<file path="src/hw/lgc_map.vh">
// register map, field positions, codes and reset values of the logic cell pair
`ifndef LGC_MAP_VH
`define LGC_MAP_VH

// ****************************************************************
// register addressing (byte address of the avalon slave)
// ****************************************************************
`define LGC_ADDR_W         8
`define LGC_CTRL_OFS       2'h0
`define LGC_SEL_OFS        2'h1
`define LGC_GLS_OFS        2'h2
`define LGC_ADDR_TOP       7
`define LGC_ADDR_CELL      6
`define LGC_ADDR_REG_HI    5
`define LGC_ADDR_REG_LO    4
`define LGC_ADDR_KIND_HI   3
`define LGC_ADDR_KIND_LO   2

// alias kinds at +0x0, +0x4, +0x8, +0xC
`define LGC_KIND_WRITE     2'h0
`define LGC_KIND_CLEAR     2'h1
`define LGC_KIND_SET       2'h2
`define LGC_KIND_INVERT    2'h3

// ****************************************************************
// cell_control fields
// ****************************************************************
`define LGC_CTRL_POL_HI    19
`define LGC_CTRL_POL_LO    16
`define LGC_CTRL_ENABLE    15
`define LGC_CTRL_RISE_IRQ  11
`define LGC_CTRL_FALL_IRQ  10
`define LGC_CTRL_PIN_OE    7
`define LGC_CTRL_LEVEL     6
`define LGC_CTRL_OUT_INV   5
`define LGC_CTRL_MODE_HI   2
`define LGC_CTRL_MODE_LO   0
`define LGC_CTRL_WMASK     32'h000F_8CA7

// ****************************************************************
// cell_input_select fields
// ****************************************************************
`define LGC_SEL4_HI        14
`define LGC_SEL4_LO        12
`define LGC_SEL3_HI        10
`define LGC_SEL3_LO        8
`define LGC_SEL2_HI        6
`define LGC_SEL2_LO        4
`define LGC_SEL1_HI        2
`define LGC_SEL1_LO        0
`define LGC_SEL_WMASK      32'h0000_7777
`define LGC_GLS_WMASK      32'hFFFF_FFFF

// ****************************************************************
// core function codes and reset values
// ****************************************************************
`define LGC_MODE_AND_OR    3'h0
`define LGC_MODE_OR_XOR    3'h1
`define LGC_MODE_AND4      3'h2
`define LGC_MODE_SR_LATCH  3'h3
`define LGC_MODE_DFF_SR    3'h4
`define LGC_MODE_DFF2_R    3'h5
`define LGC_MODE_JK_R      3'h6
`define LGC_MODE_LATCH_SR  3'h7
`define LGC_REG_RESET      32'h0000_0000
`define LGC_SYNC_W         27

`endif

</file>
<file path="src/hw/lgc_cell.v">
// one logic cell: gates, gate polarity, core function, output stage, edge interrupt
`timescale 1ns/1ps
`include "lgc_map.vh"

module lgc_cell
(
   input  wire        i_clock,
   input  wire        i_srst,
   input  wire        i_enable,
   input  wire [2:0]  i_mode,
   input  wire [3:0]  i_gate_invert,
   input  wire        i_output_invert,
   input  wire        i_rise_irq_enable,
   input  wire        i_fall_irq_enable,
   input  wire        i_pin_output_enable,
   input  wire [31:0] i_gate_select,
   input  wire [3:0]  i_source,
   output reg         o_cell_out,
   output reg         o_pin_out,
   output reg         o_pin_oe,
   output reg         o_irq
);

   // ****************************************************************
   // gate combining: or of every enabled true or negated source
   // ****************************************************************
   function gate_or;
      input [7:0] sel;
      input [3:0] src;
      integer     s;
      begin
         gate_or = 1'b0;
         for (s = 0; s < 4; s = s + 1)
            gate_or = gate_or | (sel[2*s+1] & src[s]) | (sel[2*s] & ~src[s]);
      end
   endfunction

   wire [3:0] gate;
   reg        q;
   reg        next_q;
   reg        core;
   reg        clk_prev;
   reg        level_prev;

   // gate results pass through their polarity inverter
   assign gate[0] = gate_or(i_gate_select[7:0], i_source) ^ i_gate_invert[0];
   assign gate[1] = gate_or(i_gate_select[15:8], i_source) ^ i_gate_invert[1];
   assign gate[2] = gate_or(i_gate_select[23:16], i_source) ^ i_gate_invert[2];
   assign gate[3] = gate_or(i_gate_select[31:24], i_source) ^ i_gate_invert[3];

   wire clk_rise = gate[0] & ~clk_prev;

   // ****************************************************************
   // core function; flip-flop clocks are gate one edges seen on i_clock
   // ****************************************************************
   always @*
   begin
      next_q = q;
      core   = 1'b0;
      case (i_mode)
         `LGC_MODE_AND_OR:   core = (gate[0] & gate[1]) | (gate[2] & gate[3]);
         `LGC_MODE_OR_XOR:   core = (gate[0] | gate[1]) ^ (gate[2] | gate[3]);
         `LGC_MODE_AND4:     core = &gate;
         `LGC_MODE_SR_LATCH:
         begin
            // set wins when both are asserted
            if (gate[0] | gate[1])
               next_q = 1'b1;
            else if (gate[2] | gate[3])
               next_q = 1'b0;
            core = next_q;
         end
         `LGC_MODE_DFF_SR:
         begin
            if (gate[3])
               next_q = 1'b1;
            else if (gate[2])
               next_q = 1'b0;
            else if (clk_rise)
               next_q = gate[1];
            core = q;
         end
         `LGC_MODE_DFF2_R:
         begin
            if (gate[2])
               next_q = 1'b0;
            else if (clk_rise)
               next_q = gate[1] & gate[3];
            core = q;
         end
         `LGC_MODE_JK_R:
         begin
            if (gate[2])
               next_q = 1'b0;
            else if (clk_rise)
               next_q = (gate[1] & ~q) | (~gate[3] & q);
            core = q;
         end
         `LGC_MODE_LATCH_SR:
         begin
            if (gate[3])
               next_q = 1'b1;
            else if (gate[2])
               next_q = 1'b0;
            else if (gate[0])
               next_q = gate[1];
            core = next_q;
         end
         default: core = 1'b0;
      endcase
   end

   // ****************************************************************
   // state, output stage and edge interrupt
   // ****************************************************************
   always @(posedge i_clock)
   begin
      if (i_srst | ~i_enable)
      begin
         q          <= 1'b0;
         clk_prev   <= 1'b0;
         o_cell_out <= 1'b0;
         o_pin_out  <= 1'b0;
      end
      else
      begin
         q          <= next_q;
         clk_prev   <= gate[0];
         o_cell_out <= core ^ i_output_invert;
         o_pin_out  <= core ^ i_output_invert;
      end
   end

   // edges come from successive samples of the output, so a pulse narrower
   // than one clock on a combinational path is never seen
   always @(posedge i_clock)
   begin
      if (i_srst)
      begin
         level_prev <= 1'b0;
         o_irq      <= 1'b0;
         o_pin_oe   <= 1'b0;
      end
      else
      begin
         level_prev <= o_cell_out;
         o_irq      <= (i_rise_irq_enable & o_cell_out & ~level_prev) |
                       (i_fall_irq_enable & ~o_cell_out & level_prev);
         o_pin_oe   <= i_pin_output_enable;
      end
   end

endmodule // lgc_cell

</file>
<file path="src/hw/lgc_top.v">
// pair of configurable logic cells with an avalon-mm register slave
`timescale 1ns/1ps
`include "lgc_map.vh"

// Contract
// clear, set, invert aliases at +4,+8,+C
// gate polarity bits invert gate results
// disabled cell holds all outputs low; the code holds only o_cell_out and o_pin_out low, not o_pin_oe or o_irq
// rising output edge raises interrupt when enabled
// falling output edge raises interrupt when enabled
// software never enables both edge interrupts
// pin enable drives result onto pin
// read-only level bit shows cell output
// output invert bit flips final output
// codes 0-2 are and-or, or-xor, and4
// code 3 sr latch, 4 d flop
// code 5 two-input d, 6 jk
// code 7 transparent latch with set, reset
// unimplemented bits read zero, writes ignored
// source mux four choices per code
// source mux three choices per code
// source mux two choices per code
// source mux one choices, same both cells
// gates or enabled true/negated sources, reset clear
// reserved mux codes feed logic zero
// sampled-output edges give one-cycle interrupt pulse
module lgc_top
(
   input  wire        i_clock,
   input  wire        i_srst,
   // avalon-mm slave
   input  wire [7:0]  i_avs_address,
   input  wire        i_avs_read,
   input  wire        i_avs_write,
   input  wire [31:0] i_avs_writedata,
   input  wire [3:0]  i_avs_byteenable,
   output reg  [31:0] o_avs_readdata,
   output reg         o_avs_waitrequest,
   // per-cell sources, bit 0 for cell one and bit 1 for cell two
   input  wire [1:0]  i_cell_input_pin_a,
   input  wire [1:0]  i_cell_input_pin_b,
   input  wire [1:0]  i_spi_data_in,
   input  wire [1:0]  i_spi_data_out,
   input  wire [1:0]  i_uart_rx,
   input  wire [1:0]  i_uart_tx,
   // shared sources
   input  wire        i_timer3_compare_out,
   input  wire        i_timer3_match,
   input  wire        i_timer2_compare_out,
   input  wire        i_timer2_match,
   input  wire        i_multi_timer_match,
   input  wire        i_multi_timer_out_a,
   input  wire        i_multi_timer_out_b,
   input  wire        i_multi_timer_out_c,
   input  wire        i_calendar_event,
   input  wire        i_comparator_one,
   input  wire        i_comparator_two,
   input  wire        i_adc_end_of_conversion,
   input  wire        i_secondary_oscillator,
   input  wire        i_low_power_rc_clock,
   input  wire        i_reference_clock_out,
   // cell results
   output wire [1:0]  o_cell_out,
   output wire [1:0]  o_pin_out,
   output wire [1:0]  o_pin_oe,
   output wire [1:0]  o_irq
);

   // ****************************************************************
   // helper functions
   // ****************************************************************

   // merge a write into a register for one of the four alias kinds;
   // only bits in the implemented mask and in enabled byte lanes move
   function [31:0] lgc_apply;
      input [31:0] old;
      input [31:0] wdata;
      input [1:0]  kind;
      input [31:0] lanes;
      input [31:0] wmask;
      reg   [31:0] hit;
      begin
         hit = lanes & wmask;
         case (kind)
            `LGC_KIND_WRITE:  lgc_apply = (old & ~hit) | (wdata & hit);
            `LGC_KIND_CLEAR:  lgc_apply = old & ~(wdata & hit);
            `LGC_KIND_SET:    lgc_apply = old | (wdata & hit);
            `LGC_KIND_INVERT: lgc_apply = old ^ (wdata & hit);
            default:          lgc_apply = old;
         endcase
      end
   endfunction

   // expand byte enables into a bit mask
   function [31:0] lgc_lanes;
      input [3:0] be;
      begin
         lgc_lanes = {{8{be[3]}}, {8{be[2]}}, {8{be[1]}}, {8{be[0]}}};
      end
   endfunction

   // pick one of eight candidates by a three-bit code
   function lgc_pick;
      input [7:0] cand;
      input [2:0] code;
      begin
         lgc_pick = cand[code];
      end
   endfunction

   // ****************************************************************
   // input synchronisers: every outside source passes two flops
   // ****************************************************************
   wire [`LGC_SYNC_W-1:0] raw_in;
   reg  [`LGC_SYNC_W-1:0] sync_meta;
   reg  [`LGC_SYNC_W-1:0] sync_in;

   assign raw_in = {i_cell_input_pin_a, i_cell_input_pin_b, i_spi_data_in, i_spi_data_out,
                    i_uart_rx, i_uart_tx, i_timer3_compare_out, i_timer3_match,
                    i_timer2_compare_out, i_timer2_match, i_multi_timer_match,
                    i_multi_timer_out_a, i_multi_timer_out_b, i_multi_timer_out_c,
                    i_calendar_event, i_comparator_one, i_comparator_two,
                    i_adc_end_of_conversion, i_secondary_oscillator,
                    i_low_power_rc_clock, i_reference_clock_out};

   // the first stage feeds only the second stage
   always @(posedge i_clock)
   begin
      if (i_srst)
      begin
         sync_meta <= {`LGC_SYNC_W{1'b0}};
         sync_in   <= {`LGC_SYNC_W{1'b0}};
      end
      else
      begin
         sync_meta <= raw_in;
         sync_in   <= sync_meta;
      end
   end

   wire [1:0] s_pin_a    = sync_in[26:25];
   wire [1:0] s_pin_b    = sync_in[24:23];
   wire [1:0] s_spi_in   = sync_in[22:21];
   wire [1:0] s_spi_out  = sync_in[20:19];
   wire [1:0] s_uart_rx  = sync_in[18:17];
   wire [1:0] s_uart_tx  = sync_in[16:15];
   wire       s_t3_out   = sync_in[14];
   wire       s_t3_match = sync_in[13];
   wire       s_t2_out   = sync_in[12];
   wire       s_t2_match = sync_in[11];
   wire       s_mt_match = sync_in[10];
   wire       s_mt_a     = sync_in[9];
   wire       s_mt_b     = sync_in[8];
   wire       s_mt_c     = sync_in[7];
   wire       s_calendar = sync_in[6];
   wire       s_cmp_one  = sync_in[5];
   wire       s_cmp_two  = sync_in[4];
   wire       s_adc_eoc  = sync_in[3];
   wire       s_secondary_oscillator     = sync_in[2];
   wire       s_low_power_rc_clock     = sync_in[1];
   wire       s_refclk   = sync_in[0];

   // the system clock cannot be sampled by itself; a half-rate toggle
   // stands in for it as the fastest waveform the cell can see
   reg sys_toggle;

   always @(posedge i_clock)
   begin
      if (i_srst)
         sys_toggle <= 1'b0;
      else
         sys_toggle <= ~sys_toggle;
   end

   // ****************************************************************
   // registers of both cells
   // ****************************************************************
   reg  [31:0] ctrl [0:1];
   reg  [31:0] sel  [0:1];
   reg  [31:0] gls  [0:1];

   // bus request decode
   wire        req       = i_avs_read | i_avs_write;
   wire        in_map    = ~i_avs_address[`LGC_ADDR_TOP];
   wire        cell_idx  = i_avs_address[`LGC_ADDR_CELL];
   wire [1:0]  reg_idx   = i_avs_address[`LGC_ADDR_REG_HI:`LGC_ADDR_REG_LO];
   wire [1:0]  kind      = i_avs_address[`LGC_ADDR_KIND_HI:`LGC_ADDR_KIND_LO];
   wire [31:0] lanes     = lgc_lanes(i_avs_byteenable);
   wire        do_write  = i_avs_write & ~o_avs_waitrequest & in_map;

   // write takes effect at the edge where the master sees waitrequest low
   integer c;
   always @(posedge i_clock)
   begin
      if (i_srst)
      begin
         for (c = 0; c < 2; c = c + 1)
         begin
            ctrl[c] <= `LGC_REG_RESET;
            sel[c]  <= `LGC_REG_RESET;
            gls[c]  <= `LGC_REG_RESET;
         end
      end
      else if (do_write)
      begin
         case (reg_idx)
            `LGC_CTRL_OFS: ctrl[cell_idx] <= lgc_apply(ctrl[cell_idx], i_avs_writedata, kind, lanes,
                                                       `LGC_CTRL_WMASK);
            `LGC_SEL_OFS:  sel[cell_idx]  <= lgc_apply(sel[cell_idx], i_avs_writedata, kind, lanes,
                                                       `LGC_SEL_WMASK);
            `LGC_GLS_OFS:  gls[cell_idx]  <= lgc_apply(gls[cell_idx], i_avs_writedata, kind, lanes,
                                                       `LGC_GLS_WMASK);
            default:       ctrl[cell_idx] <= ctrl[cell_idx];
         endcase
      end
   end

   // ****************************************************************
   // avalon answer: one wait cycle, then waitrequest low for one cycle
   // ****************************************************************
   reg [31:0] next_readdata;

   // the level bit is never stored; it is taken live from the cell
   always @*
   begin
      next_readdata = 32'h0000_0000;
      if (in_map)
      begin
         case (reg_idx)
            `LGC_CTRL_OFS:
            begin
               next_readdata = ctrl[cell_idx];
               next_readdata[`LGC_CTRL_LEVEL] = o_cell_out[cell_idx];
            end
            `LGC_SEL_OFS:  next_readdata = sel[cell_idx];
            `LGC_GLS_OFS:  next_readdata = gls[cell_idx];
            default:       next_readdata = 32'h0000_0000;
         endcase
      end
   end

   always @(posedge i_clock)
   begin
      if (i_srst)
      begin
         o_avs_waitrequest <= 1'b1;
         o_avs_readdata    <= 32'h0000_0000;
      end
      else
      begin
         // low for exactly the cycle after a pending request is seen
         o_avs_waitrequest <= ~(req & o_avs_waitrequest);
         if (i_avs_read & o_avs_waitrequest)
            o_avs_readdata <= next_readdata;
      end
   end

   // ****************************************************************
   // source multiplexers; reserved codes carry a constant zero
   // ****************************************************************
   wire [3:0] src [0:1];

   genvar g;
   generate
      for (g = 0; g < 2; g = g + 1)
      begin : gen_cell
         wire [7:0] cand1 = {s_mt_c, s_mt_b, s_mt_a, s_refclk,
                             s_low_power_rc_clock, s_secondary_oscillator, sys_toggle, s_pin_a[g]};
         wire [7:0] cand2 = {1'b0, s_mt_match, 1'b0, s_adc_eoc,
                             s_uart_tx[g], s_cmp_one, o_cell_out[1-g], s_pin_b[g]};
         wire [7:0] cand3 = {s_t3_match, s_t2_match, s_t2_out, s_uart_rx[g],
                             s_spi_out[g], s_cmp_two, o_cell_out[g], s_pin_a[g]};
         wire [7:0] cand4 = {s_t3_match, s_mt_match, s_calendar, 1'b0,
                             s_spi_in[g], s_t3_out, o_cell_out[1-g], s_pin_b[g]};

         assign src[g][0] = lgc_pick(cand1, sel[g][`LGC_SEL1_HI:`LGC_SEL1_LO]);
         assign src[g][1] = lgc_pick(cand2, sel[g][`LGC_SEL2_HI:`LGC_SEL2_LO]);
         assign src[g][2] = lgc_pick(cand3, sel[g][`LGC_SEL3_HI:`LGC_SEL3_LO]);
         assign src[g][3] = lgc_pick(cand4, sel[g][`LGC_SEL4_HI:`LGC_SEL4_LO]);

         // software must not set both edge enables; the cell just ors them
         lgc_cell u_cell
         (
            .i_clock             (i_clock),
            .i_srst              (i_srst),
            .i_enable            (ctrl[g][`LGC_CTRL_ENABLE]),
            .i_mode              (ctrl[g][`LGC_CTRL_MODE_HI:`LGC_CTRL_MODE_LO]),
            .i_gate_invert       (ctrl[g][`LGC_CTRL_POL_HI:`LGC_CTRL_POL_LO]),
            .i_output_invert     (ctrl[g][`LGC_CTRL_OUT_INV]),
            .i_rise_irq_enable   (ctrl[g][`LGC_CTRL_RISE_IRQ]),
            .i_fall_irq_enable   (ctrl[g][`LGC_CTRL_FALL_IRQ]),
            .i_pin_output_enable (ctrl[g][`LGC_CTRL_PIN_OE]),
            .i_gate_select       (gls[g]),
            .i_source            (src[g]),
            .o_cell_out          (o_cell_out[g]),
            .o_pin_out           (o_pin_out[g]),
            .o_pin_oe            (o_pin_oe[g]),
            .o_irq               (o_irq[g])
         );
      end
   endgenerate

endmodule // lgc_top

</file>
<file path="config.mk">
export PLATFORM = sky130hd
export DESIGN_NAME = lgc_top
export DESIGN_NICKNAME = d
export VERILOG_FILES = /design/src/hw/lgc_cell.v /design/src/hw/lgc_top.v
export VERILOG_INCLUDE_DIRS = /design/src /design/src/hw
export SDC_FILE = /design/constraint.sdc
export NUM_CORES = 1
export LEC_CHECK = 0
export BUFFER_PORTS_ARGS = -buffer_cell sky130_fd_sc_hd__buf_2
export CAP_MARGIN = 20
export CORE_MARGIN = 10
export CORE_UTILIZATION = 65
export CTS_CLUSTER_SIZE = 25
export DETAILED_ROUTE_END_ITERATION = 8
export PLACE_DENSITY = 0.81
export SLEW_MARGIN = 10
export SYNTH_ARGS = -nofsm -noshare
export SYNTH_HDL_FRONTEND = slang
export SYNTH_SLANG_ARGS = --single-unit
</file>
<file path="constraint.sdc">
create_clock -name i_clock -period 7.6 [get_ports i_clock]
set_clock_uncertainty 0.15 [all_clocks]
set_input_delay 1.52 -clock i_clock [delete_from_list [all_inputs] [get_ports i_clock]]
set_output_delay 1.52 -clock i_clock [all_outputs]
set_load 0.01 [all_outputs]
</file>
==> metrics, run 1 <==
sequential share of the synthesized area slightly above 50%; Cell Chain, Critical Path buf_2 -> buf_4 -> nand2b_1 -> nand3_1 -> inv_1 -> nand2_1 -> nand2_1 -> buf_4; Die Ht 173 µm; Slew Limit Fails 0; Syn-to-layout area delta 11.0%; most common cell in the netlist nor2_1; area leader, netlist edfxtp_1; critical path endpoint category register; Comb power frac between 10% and 20%; sw frac 25.7%; core footprint 22,800 µm²; Resize count post-CTS 0; H-tree Lvls 1; kind of critical path input pin to register; GPL Wtd Cong roughly 0.88; Die Area 30,000 µm²; synth top area cells edfxtp_1 (37%), dfxtp_1 (13%), mux2i_1 (6.3%); Via density 6.38; Initial Util 66.7%; Clock Tree Root clkbuf_16; CP arrival 4.31 ns; multi-input logic area 6890 µm²; Longest Clk Path Bufs 3; Crit path max-delay family simple AND/OR/NAND/NOR gates; cts bufs inserted 30; Final Hold Fails 0; hold buffer count at cts 0; layout cell share with drive strength beyond 1 15.0%; Yosys top cell area share 37.5%; Setup TNS Final 0 ns; max incr delay on CP 0.59 ns; die span in x 173 µm; port buffer count 113; Tcrit/Tclk final 54.9%; max_cap viols 0; clock latency on the worst-skew pair 0.55 ns; WP data required 7.74 ns; Worst-path clk slew 0.06 ns; hold crit path type register to register; fraction of registers with async set or reset after synthesis 0%; Layout Nets 1,709; crit path max fanout 58; Congestion Overflow GR 0; GRT Total Usage 26.7%; io pins 116; Post-DP HPWL 28,800 µm; DRT Pass-1 Iters 6; Seq. cell area 7710 µm²; Clock Power Share 39.1%; leakage power 6.97 nW; Synth Warn # 0; maximum number of pins on one net before global-route repair 97; CP max-delay cell buf_4; first-pass GRT wire length 65,000 µm; DRT antenna net count 0; ys flop type edfxtp_1; commonest cells in the synthesized netlist nor2_1 (223), edfxtp_1 (190), nand2_1 (149), dfxtp_1 (100), mux2i_1 (96); Residual DRC 0; status finished clean; fill count 1,613; Cell variety after synth between 60 and 70; Net Count, Synth ~1.6k; RSZ-0062 raised after global routing no; FMAX 239 MHz; Post-Synthesis Cell Area ~15,000 µm²; min Tclk post-route 4.18 ns; setup bufs post-CTS 0; num rows 55; Avg Inst Size Synth 10.0 µm²; TritonCTS clock tree built; Detailed Route Iter0 Violations ~1.6k; final hold slack 0.282 ns; n_diodes 0; sequential power share between 40% and 50%; post-synthesis register bit count 290; PwrDens 215 nW/µm²; TritonCTS Sinks 290; Slew Limit Headroom between 30% and 40%; crit path launch type input pin; WL per Instance roughly 22 µm; worst-margin pin slew between 0.9 and 1 ns; largest vdd supply drop 0.220 mV; total buffers and inverters traversed by the critical path 4; Vias 12.2k; P_sw 0.932 mW; power consumption about 3.6 mW; P_int 2.70 mW; Post-synth EDFFs 190; final WL 41,700 µm; initial antenna violation count 0; vias in the first global route 11.6k; final setup fails 0; Post-Synthesis Cells 1,516
## final cells by class
class / count / share of cell area [%]
Clock buffer: 41 / 4.94
Clock inverter: 15 / 0.666
Sequential cell: 290 / 45.6
Timing Repair Buffer: 138 / 4.53
Tap cell: 313 / 2.32
Multi-Input combinational cell: 1065 / 40.8
Inverter: 53 / 1.18
## placed cells by master, fill, tap and decap left out, drive strengths merged, types with 11 or more instances in the layout
| cell | instances |
|---|---|
| a21oi | 78 |
| a221oi | 23 |
| a22oi | 38 |
| and2 | 43 |
| and3 | 23 |
| buf | 138 |
| clkbuf | 41 |
| clkinv | 11 |
| dfxtp | 100 |
| edfxtp | 190 |
| ha | 56 |
| inv | 56 |
| mux2 | 30 |
| mux2i | 96 |
| nand2 | 149 |
| nand3 | 19 |
| nor2 | 223 |
| nor2b | 61 |
| o211ai | 21 |
| o21ai | 79 |
| o22ai | 27 |
## kinds of logic (layout without fill, tap and decap cells)
logic type | count (synthesis) | count (layout) | share of synthesized area [%]
xor gates and xnor gates | 6 | 6 | 0.394
and+or+nand+nor | 558 | 558 | 16.9
AOI/OAI and AO/OA | 310 | 310 | 13.3
adders and majority gates | 56 | 56 | 4.60
muxes | 135 | 135 | 9.91
buffers and inverters | 161 | 247 | 4.24
DFF | 290 | 290 | 50.6
## power groups by stage
stage | Sequential [mW] | Combinational (mW) | Clock, mW
2_1_floorplan | 1.79 | 0.300 | 0
3_3_place_gp | 1.80 | 0.413 | 0
3_5_place_dp | 1.80 | 0.426 | 0
4_1_cts | 1.77 | 0.430 | 1.42
5_1_grt | 1.78 | 0.478 | 1.49
6_report | 1.77 | 0.440 | 1.42
## routing by layer
metal | vias to the layer above | part of all wire [%] | GRT usage (%) | routed length [µm]
met5 | - | 0 | 0 | 0
met4 | 0 | 2.5 | 7.76 | 1040
met3 | 72 | 11 | 4.31 | 4730
met2 | 770 | 47 | 43.1 | 19700
met1 | 5796 | 39 | 36.4 | 16200
li1 | 5585 | - | - | -
## path summary, 6_finish.rpt
kind | startpoint | end | slack, ns | cells after the start
setup reg to reg | gen_cell[0].u_cell.o_cell_out | gen_cell[1].u_cell.o_cell_out | 3.68 | 10
setup / recovery | i_avs_address[4] | ctrl[1][0] | 3.42 | 8
hold / removal | sync_meta[25] | sync_in[25] | 0.28 | 1
hold reg to reg | sync_meta[25] | sync_in[25] | 0.28 | 1
## sequential cells by signal, summed over array words and instances (netlist names), 27 cells and up
register / count
gls: 64
sync_in: 27
sel: 64
o_avs_readdata: 32
ctrl: 62
sync_meta: 27
## stage by stage
stage               instances  setup WS, ns  util, %  cell area (µm²)
floorplan                1516          3.21        -            15200
global placement         1856          2.89     69.7            15900
detailed placement       1859          2.94     69.8            16000
CTS                      1915          3.48     74.0            16900
global route             1915          3.13     74.0            16900
finish                   1915          3.42     74.0            16900
Note: power is estimated with default switching activity, not from simulation.
==> run 2: changes to the inputs <==
Settings changed: CORE_UTILIZATION 65 to 55, PLACE_DENSITY 0.81 to 0.73.
Clock period 7.6 ns to 3.6 ns, I/O delays scaled along.
==> run 2 against run 1 <==
Cell area is 2.7% higher. Global-route usage shrank 3.7 points. Clock power up 120%. Final cell count up 5.0%. Register-to-register slack lost 3.4 ns.
==> metrics, run 2 (synthesis gave the netlist of run 1 again) <==
die span in x approximately 190 µm; Die Area 34,800 µm²; Vias ~12k; final hold slack 0.215 ns; fin util 64.0%; Slew Limit Fails 0; hold crit path type input pin to register; Reg2Reg Depth 11; Die Ht 186 µm; Setup TNS Final 0 ns; Slew Limit Headroom about 52%; TritonCTS clock tree built; initial antenna violation count 0; H-tree Lvls 1; WL per Instance 20.9 µm; sw frac ~25%; min Tclk post-route 3.34 ns; P_sw around 2.0 mW; CP arrival 3.63 ns; first-pass GRT wire length 65,200 µm; Clock Power Share between 30% and 40%; n_diodes 0; Longest Clk Path Bufs 3; Via density 5.99; TritonCTS Sinks 290; DRT Pass-1 Iters 6; WP data required 3.90 ns; Min-Delay Endpoint sync_meta[0]; P_int 5.83 mW; leakage power 7.18 nW; Final Hold Fails 0; hold buffer count at cts 0; clock latency on the worst-skew pair 0.56 ns; io pins 116; layout cell share with drive strength beyond 1 between 10% and 20%; reg2reg start gen_cell[0].u_cell.o_cell_out; Detailed Route Iter0 Violations between 1k and 1.5k; HP Start i_reference_clock_out; vias in the first global route 11.7k; num rows 60; core footprint 27,100 µm²; DRT antenna net count 0; Residual DRC 0; PwrDens 450 nW/µm²; largest vdd supply drop 0.384 mV; max_cap viols 0; final setup fails 0; crit path launch type register; Initial Util 56.2%; status finished clean; Post-DP HPWL 30,200 µm; cts bufs inserted 30; Congestion Overflow GR 0; most frequent cells in the layout nor2_1 (223), edfxtp_1 (190), nand2_1 (149); r2r endpoint gen_cell[1].u_cell.o_cell_out; Layout Nets 1,746; port buffer count 113; Clock Tree Root clkbuf_16; GPL Wtd Cong 0.896; FMAX 300 MHz; final WL 42,000 µm; Regs by FF count gls x64, sel x64, ctrl x62; critical path endpoint category register; fill count 2,147; Worst-path clk slew 0.06 ns; maximum number of pins on one net before global-route repair 43; Comb power frac 12.4%; Hold Path Stages 2; GRT Total Usage 23.0%; RSZ-0062 raised after global routing no; kind of critical path register to register; reg2reg setup slack about 0.26 ns; crit path max fanout 5; Tcrit/Tclk final 92.7%; worst-margin pin slew between 0.7 and 0.8 ns; sequential power share 47.9%; most common cell after layout, fill and taps aside nor2_1; Syn-to-layout area delta 13.9%
## run 2: cell types whose count changed in the layout (fill, tap and decap cells not counted), sizes merged
cell,delta
bufinv,+1
clkbuf,-1
clkinv,-2
buf,+37
clkinvlp,+1
## run 2: routing by layer
metal | GRT usage (%) | up-vias | part of all wire, %
met3 | 4.30 | 77 | 8.9
met2 | 36.5 | 545 | 46
met1 | 31.1 | 5761 | 42
met5 | 0 | - | 0
met4 | 7.82 | 0 | 2.9
li1 | - | 5655 | -
## run 2: area by class of cell
type	instances	area [µm²]	area share, %
Clock buffer	40	851	4.90
Clock inverter	15	134	0.771
Inverter	53	199	1.15
Multi-Input combinational cell	1065	6910	39.8
Sequential cell	290	7710	44.4
Tap cell	372	465	2.68
Timing Repair Buffer	175	1090	6.26
## run 2: critical path: stages (launching register included)
cell and delay [ns]:
dfxtp_1 0.53, mux2_4 0.22, a221oi_2 0.05, a311oi_2 0.46
buf_4 0.24, mux2i_1 0.24, nand4_1 0.23, xnor2_1 0.42
o211ai_1 0.16, o211ai_1 0.18, o221a_1 0.25, o211ai_2 0.08
## run 2: how the worst max path moves through the flow
stage	from	end	slack, ns	depth (start not counted)
after floorplan	i_avs_address[6]	gls[1][0]	0.01	6
after global placement	gen_cell[1].u_cell.o_cell_out	gen_cell[0].u_cell.q	0.29	11
after detailed placement	gen_cell[1].u_cell.o_cell_out	gen_cell[0].u_cell.q	0.18	11
after CTS	gen_cell[1].u_cell.o_cell_out	gen_cell[0].u_cell.q	0.19	11
after global routing	sel[0][6]	gen_cell[0].u_cell.q	0.08	11
final	gen_cell[0].u_cell.o_cell_out	gen_cell[1].u_cell.o_cell_out	0.26	11
## run 2: repair_timing
action	CTS	global route
buffers inserted	0	0
gates resized for setup	0	3
setup endpoints to repair	0	2
## run 2: power by group through the flow
stage	Combinational [mW]	Clock [mW]	Sequential (mW)
detailed placement	0.945	0	3.80
global placement	0.919	0	3.80
finish	0.968	3.10	3.73
global route	1.06	3.27	3.75
floorplan	0.633	0	3.78
CTS	0.951	3.12	3.73
## run 2: through the flow
stage	instance area [µm²]	power [mW]	setup slack [ns]	std cells
floorplan	15200	4.41	0.0104	1516
global placement	16400	4.72	0.287	1955
detailed placement	16400	4.75	0.179	1955
CTS	17300	7.81	0.191	2010
global route	17400	8.08	0.0789	2010
finish	17400	7.80	0.262	2010
==> run 3: changes to the inputs <==
Settings changed: BUFFER_PORTS_ARGS -buffer_cell sky130_fd_sc_hd__buf_2 to -buffer_cell sky130_fd_sc_hd__buf_4.
==> run 3 against run 2 <==
Flip-flop and latch count unchanged. Hold slack worse by 0.0014 ns. Routed wire length up 1.6%. Fmax down 1.9%. Non-clock buffer count down 9. Combinational power up 2.7%. Global-route usage up 0.38 points. Critical path type unchanged. Critical endpoint unchanged.
==> metrics, run 3 (synthesis gave the netlist of run 1 again) <==
Clock Tree Root clkbuf_16; H-tree Lvls 1; hold crit path type input pin to register; HP Start i_uart_tx[1]; TritonCTS clock tree built; Setup WS pre-CTS 0.230 ns; largest vdd supply drop 0.402 mV; power consumption 7.80 mW; r2r endpoint gen_cell[1].u_cell.o_cell_out; DRT Pass-1 Iters 5; min Tclk post-route 3.40 ns; fill count about 2.2k; Final Hold Fails 0; first-pass GRT wire length 66,000 µm; layout cell share with drive strength beyond 1 17.0%; Die Ht roughly 190 µm; Congestion Overflow GR 0; CP max-delay cell dfxtp_1; Initial Util 56.2%; max incr delay on CP about 0.5 ns; Vias 12.2k; Setup TNS Final 0 ns; Slew Limit Headroom between 40% and 50%; final WL 42,700 µm; io pins around 120; Die Area 34,800 µm²; Detailed Route Iter0 Violations 1,262; reg2reg start gen_cell[0].u_cell.o_cell_out; WL per Instance 21.3 µm; vias in the first global route 11.8k; Syn-to-layout area delta 15.1%; Via density ~6.1; Min-Delay Endpoint sync_meta[16]; max_cap viols 0; DRT antenna net count 0; Crit path max-delay family compound AO/OA/AOI/OAI gates; GPL Wtd Cong 0.889; most frequent cells in the layout nor2_1 (223), edfxtp_1 (190), buf_4 (162); Slew Limit Fails 0; kind of critical path register to register; setup bufs post-CTS 0; num rows 60; Hold Path Stages 2; crit path launch type register; port buffer count 113; RSZ-0062 raised after global routing no; crit path max fanout 5; FMAX 294 MHz; PwrDens 445 nW/µm²; cts bufs inserted 29; clock latency on the worst-skew pair 0.56 ns; Tcrit/Tclk final between 90% and 100%; total buffers and inverters traversed by the critical path 1; initial antenna violation count 1; maximum number of pins on one net before global-route repair 71; core footprint 27,100 µm²; status finished clean; critical path endpoint category register; most common cell after layout, fill and taps aside nor2_1; Top cell by count, worst path o211ai_1; GRT Total Usage 23.4%; reg2reg setup slack between 0.15 and 0.2 ns; Longest Clk Path Bufs 3; TritonCTS Sinks 290; Reg2Reg Depth 11; Worst-path clk slew 0.06 ns; CP arrival 3.70 ns; Worst Slack Setup Final between 0.15 and 0.2 ns; Regs by FF count gls x64, sel x64, ctrl x62; n_diodes 0; Cell Chain, Critical Path mux2_4 -> a221oi_2 -> a311oi_2 -> buf_4 -> mux2i_1 -> nand4_1 -> xnor2_1 -> o211ai_1 -> o211ai_1 -> o221a_1 -> o211ai_2; WP data required 3.90 ns; leakage power 7.20 nW; worst-margin pin slew roughly 0.83 ns; final setup fails 0; Layout Nets around 1.7k; Post-DP HPWL 30,600 µm; Residual DRC 0; die span in x 186 µm
==> run 3: changes by cell type in the layout (fill, tap and decap cells not counted), sizes merged <==
cell | previous run | this run
clkinv | 9 | 7
inv | 56 | 59
clkbuf | 40 | 39
clkinvlp | 1 | 0
buf | 175 | 166
==> run 3: how the worst max path moves through the flow <==
stage | slack [ns] | cells after the start | from | to
finish | 0.20 | 11 | gen_cell[0].u_cell.o_cell_out | gen_cell[1].u_cell.o_cell_out
global route | 0.05 | 11 | sel[0][14] | gen_cell[0].u_cell.q
CTS | 0.21 | 11 | sel[1][14] | gen_cell[1].u_cell.q
detailed placement | 0.23 | 11 | sel[1][14] | gen_cell[1].u_cell.q
global placement | 0.27 | 11 | gen_cell[1].u_cell.o_cell_out | gen_cell[0].u_cell.q
floorplan | 0.01 | 6 | i_avs_address[6] | gls[1][0]
==> run 3: where the power goes <==
group | internal (mW) | switching [mW] | total, mW
sequential | 3.66 | 0.0749 | 3.73
combinational | 0.388 | 0.605 | 0.994
clock | 1.76 | 1.31 | 3.07
==> run 3: metrics by stage <==
step	cells	utilization (%)	area [µm²]	hold slack (ns)
finish	2000	64.7	17500	0.213
global route	2000	64.7	17500	0.213
CTS	2000	64.6	17500	0.206
detailed placement	1946	61.1	16600	0.270
global placement	1944	61.0	16500	0.271
floorplan	1516	-	15200	0.263
==> run 3: cell type report <==
type,count,area (µm²),share of cell area (%)
sequential,290,7710,44.0
multi-input combinational,1065,6900,39.4
timing repair buffer,166,1290,7.35
clock buffer,39,825,4.70
tap,372,465,2.66
inverter,53,199,1.14
clock inverter,15,143,0.814
==> run 3: per-layer routing <==
metal / part of all wire [%] / global-route usage [%]
met1: 42 / 31.7
met2: 46 / 36.7
met4: 3.2 / 7.82
met5: 0.030 / 0.426
met3: 9.4 / 4.66
==> run 3: timing repair <==
item | in CTS | in global routing
hold buffers | 0 | 0
setup endpoints to repair | 0 | 1
resized for setup | 0 | 1
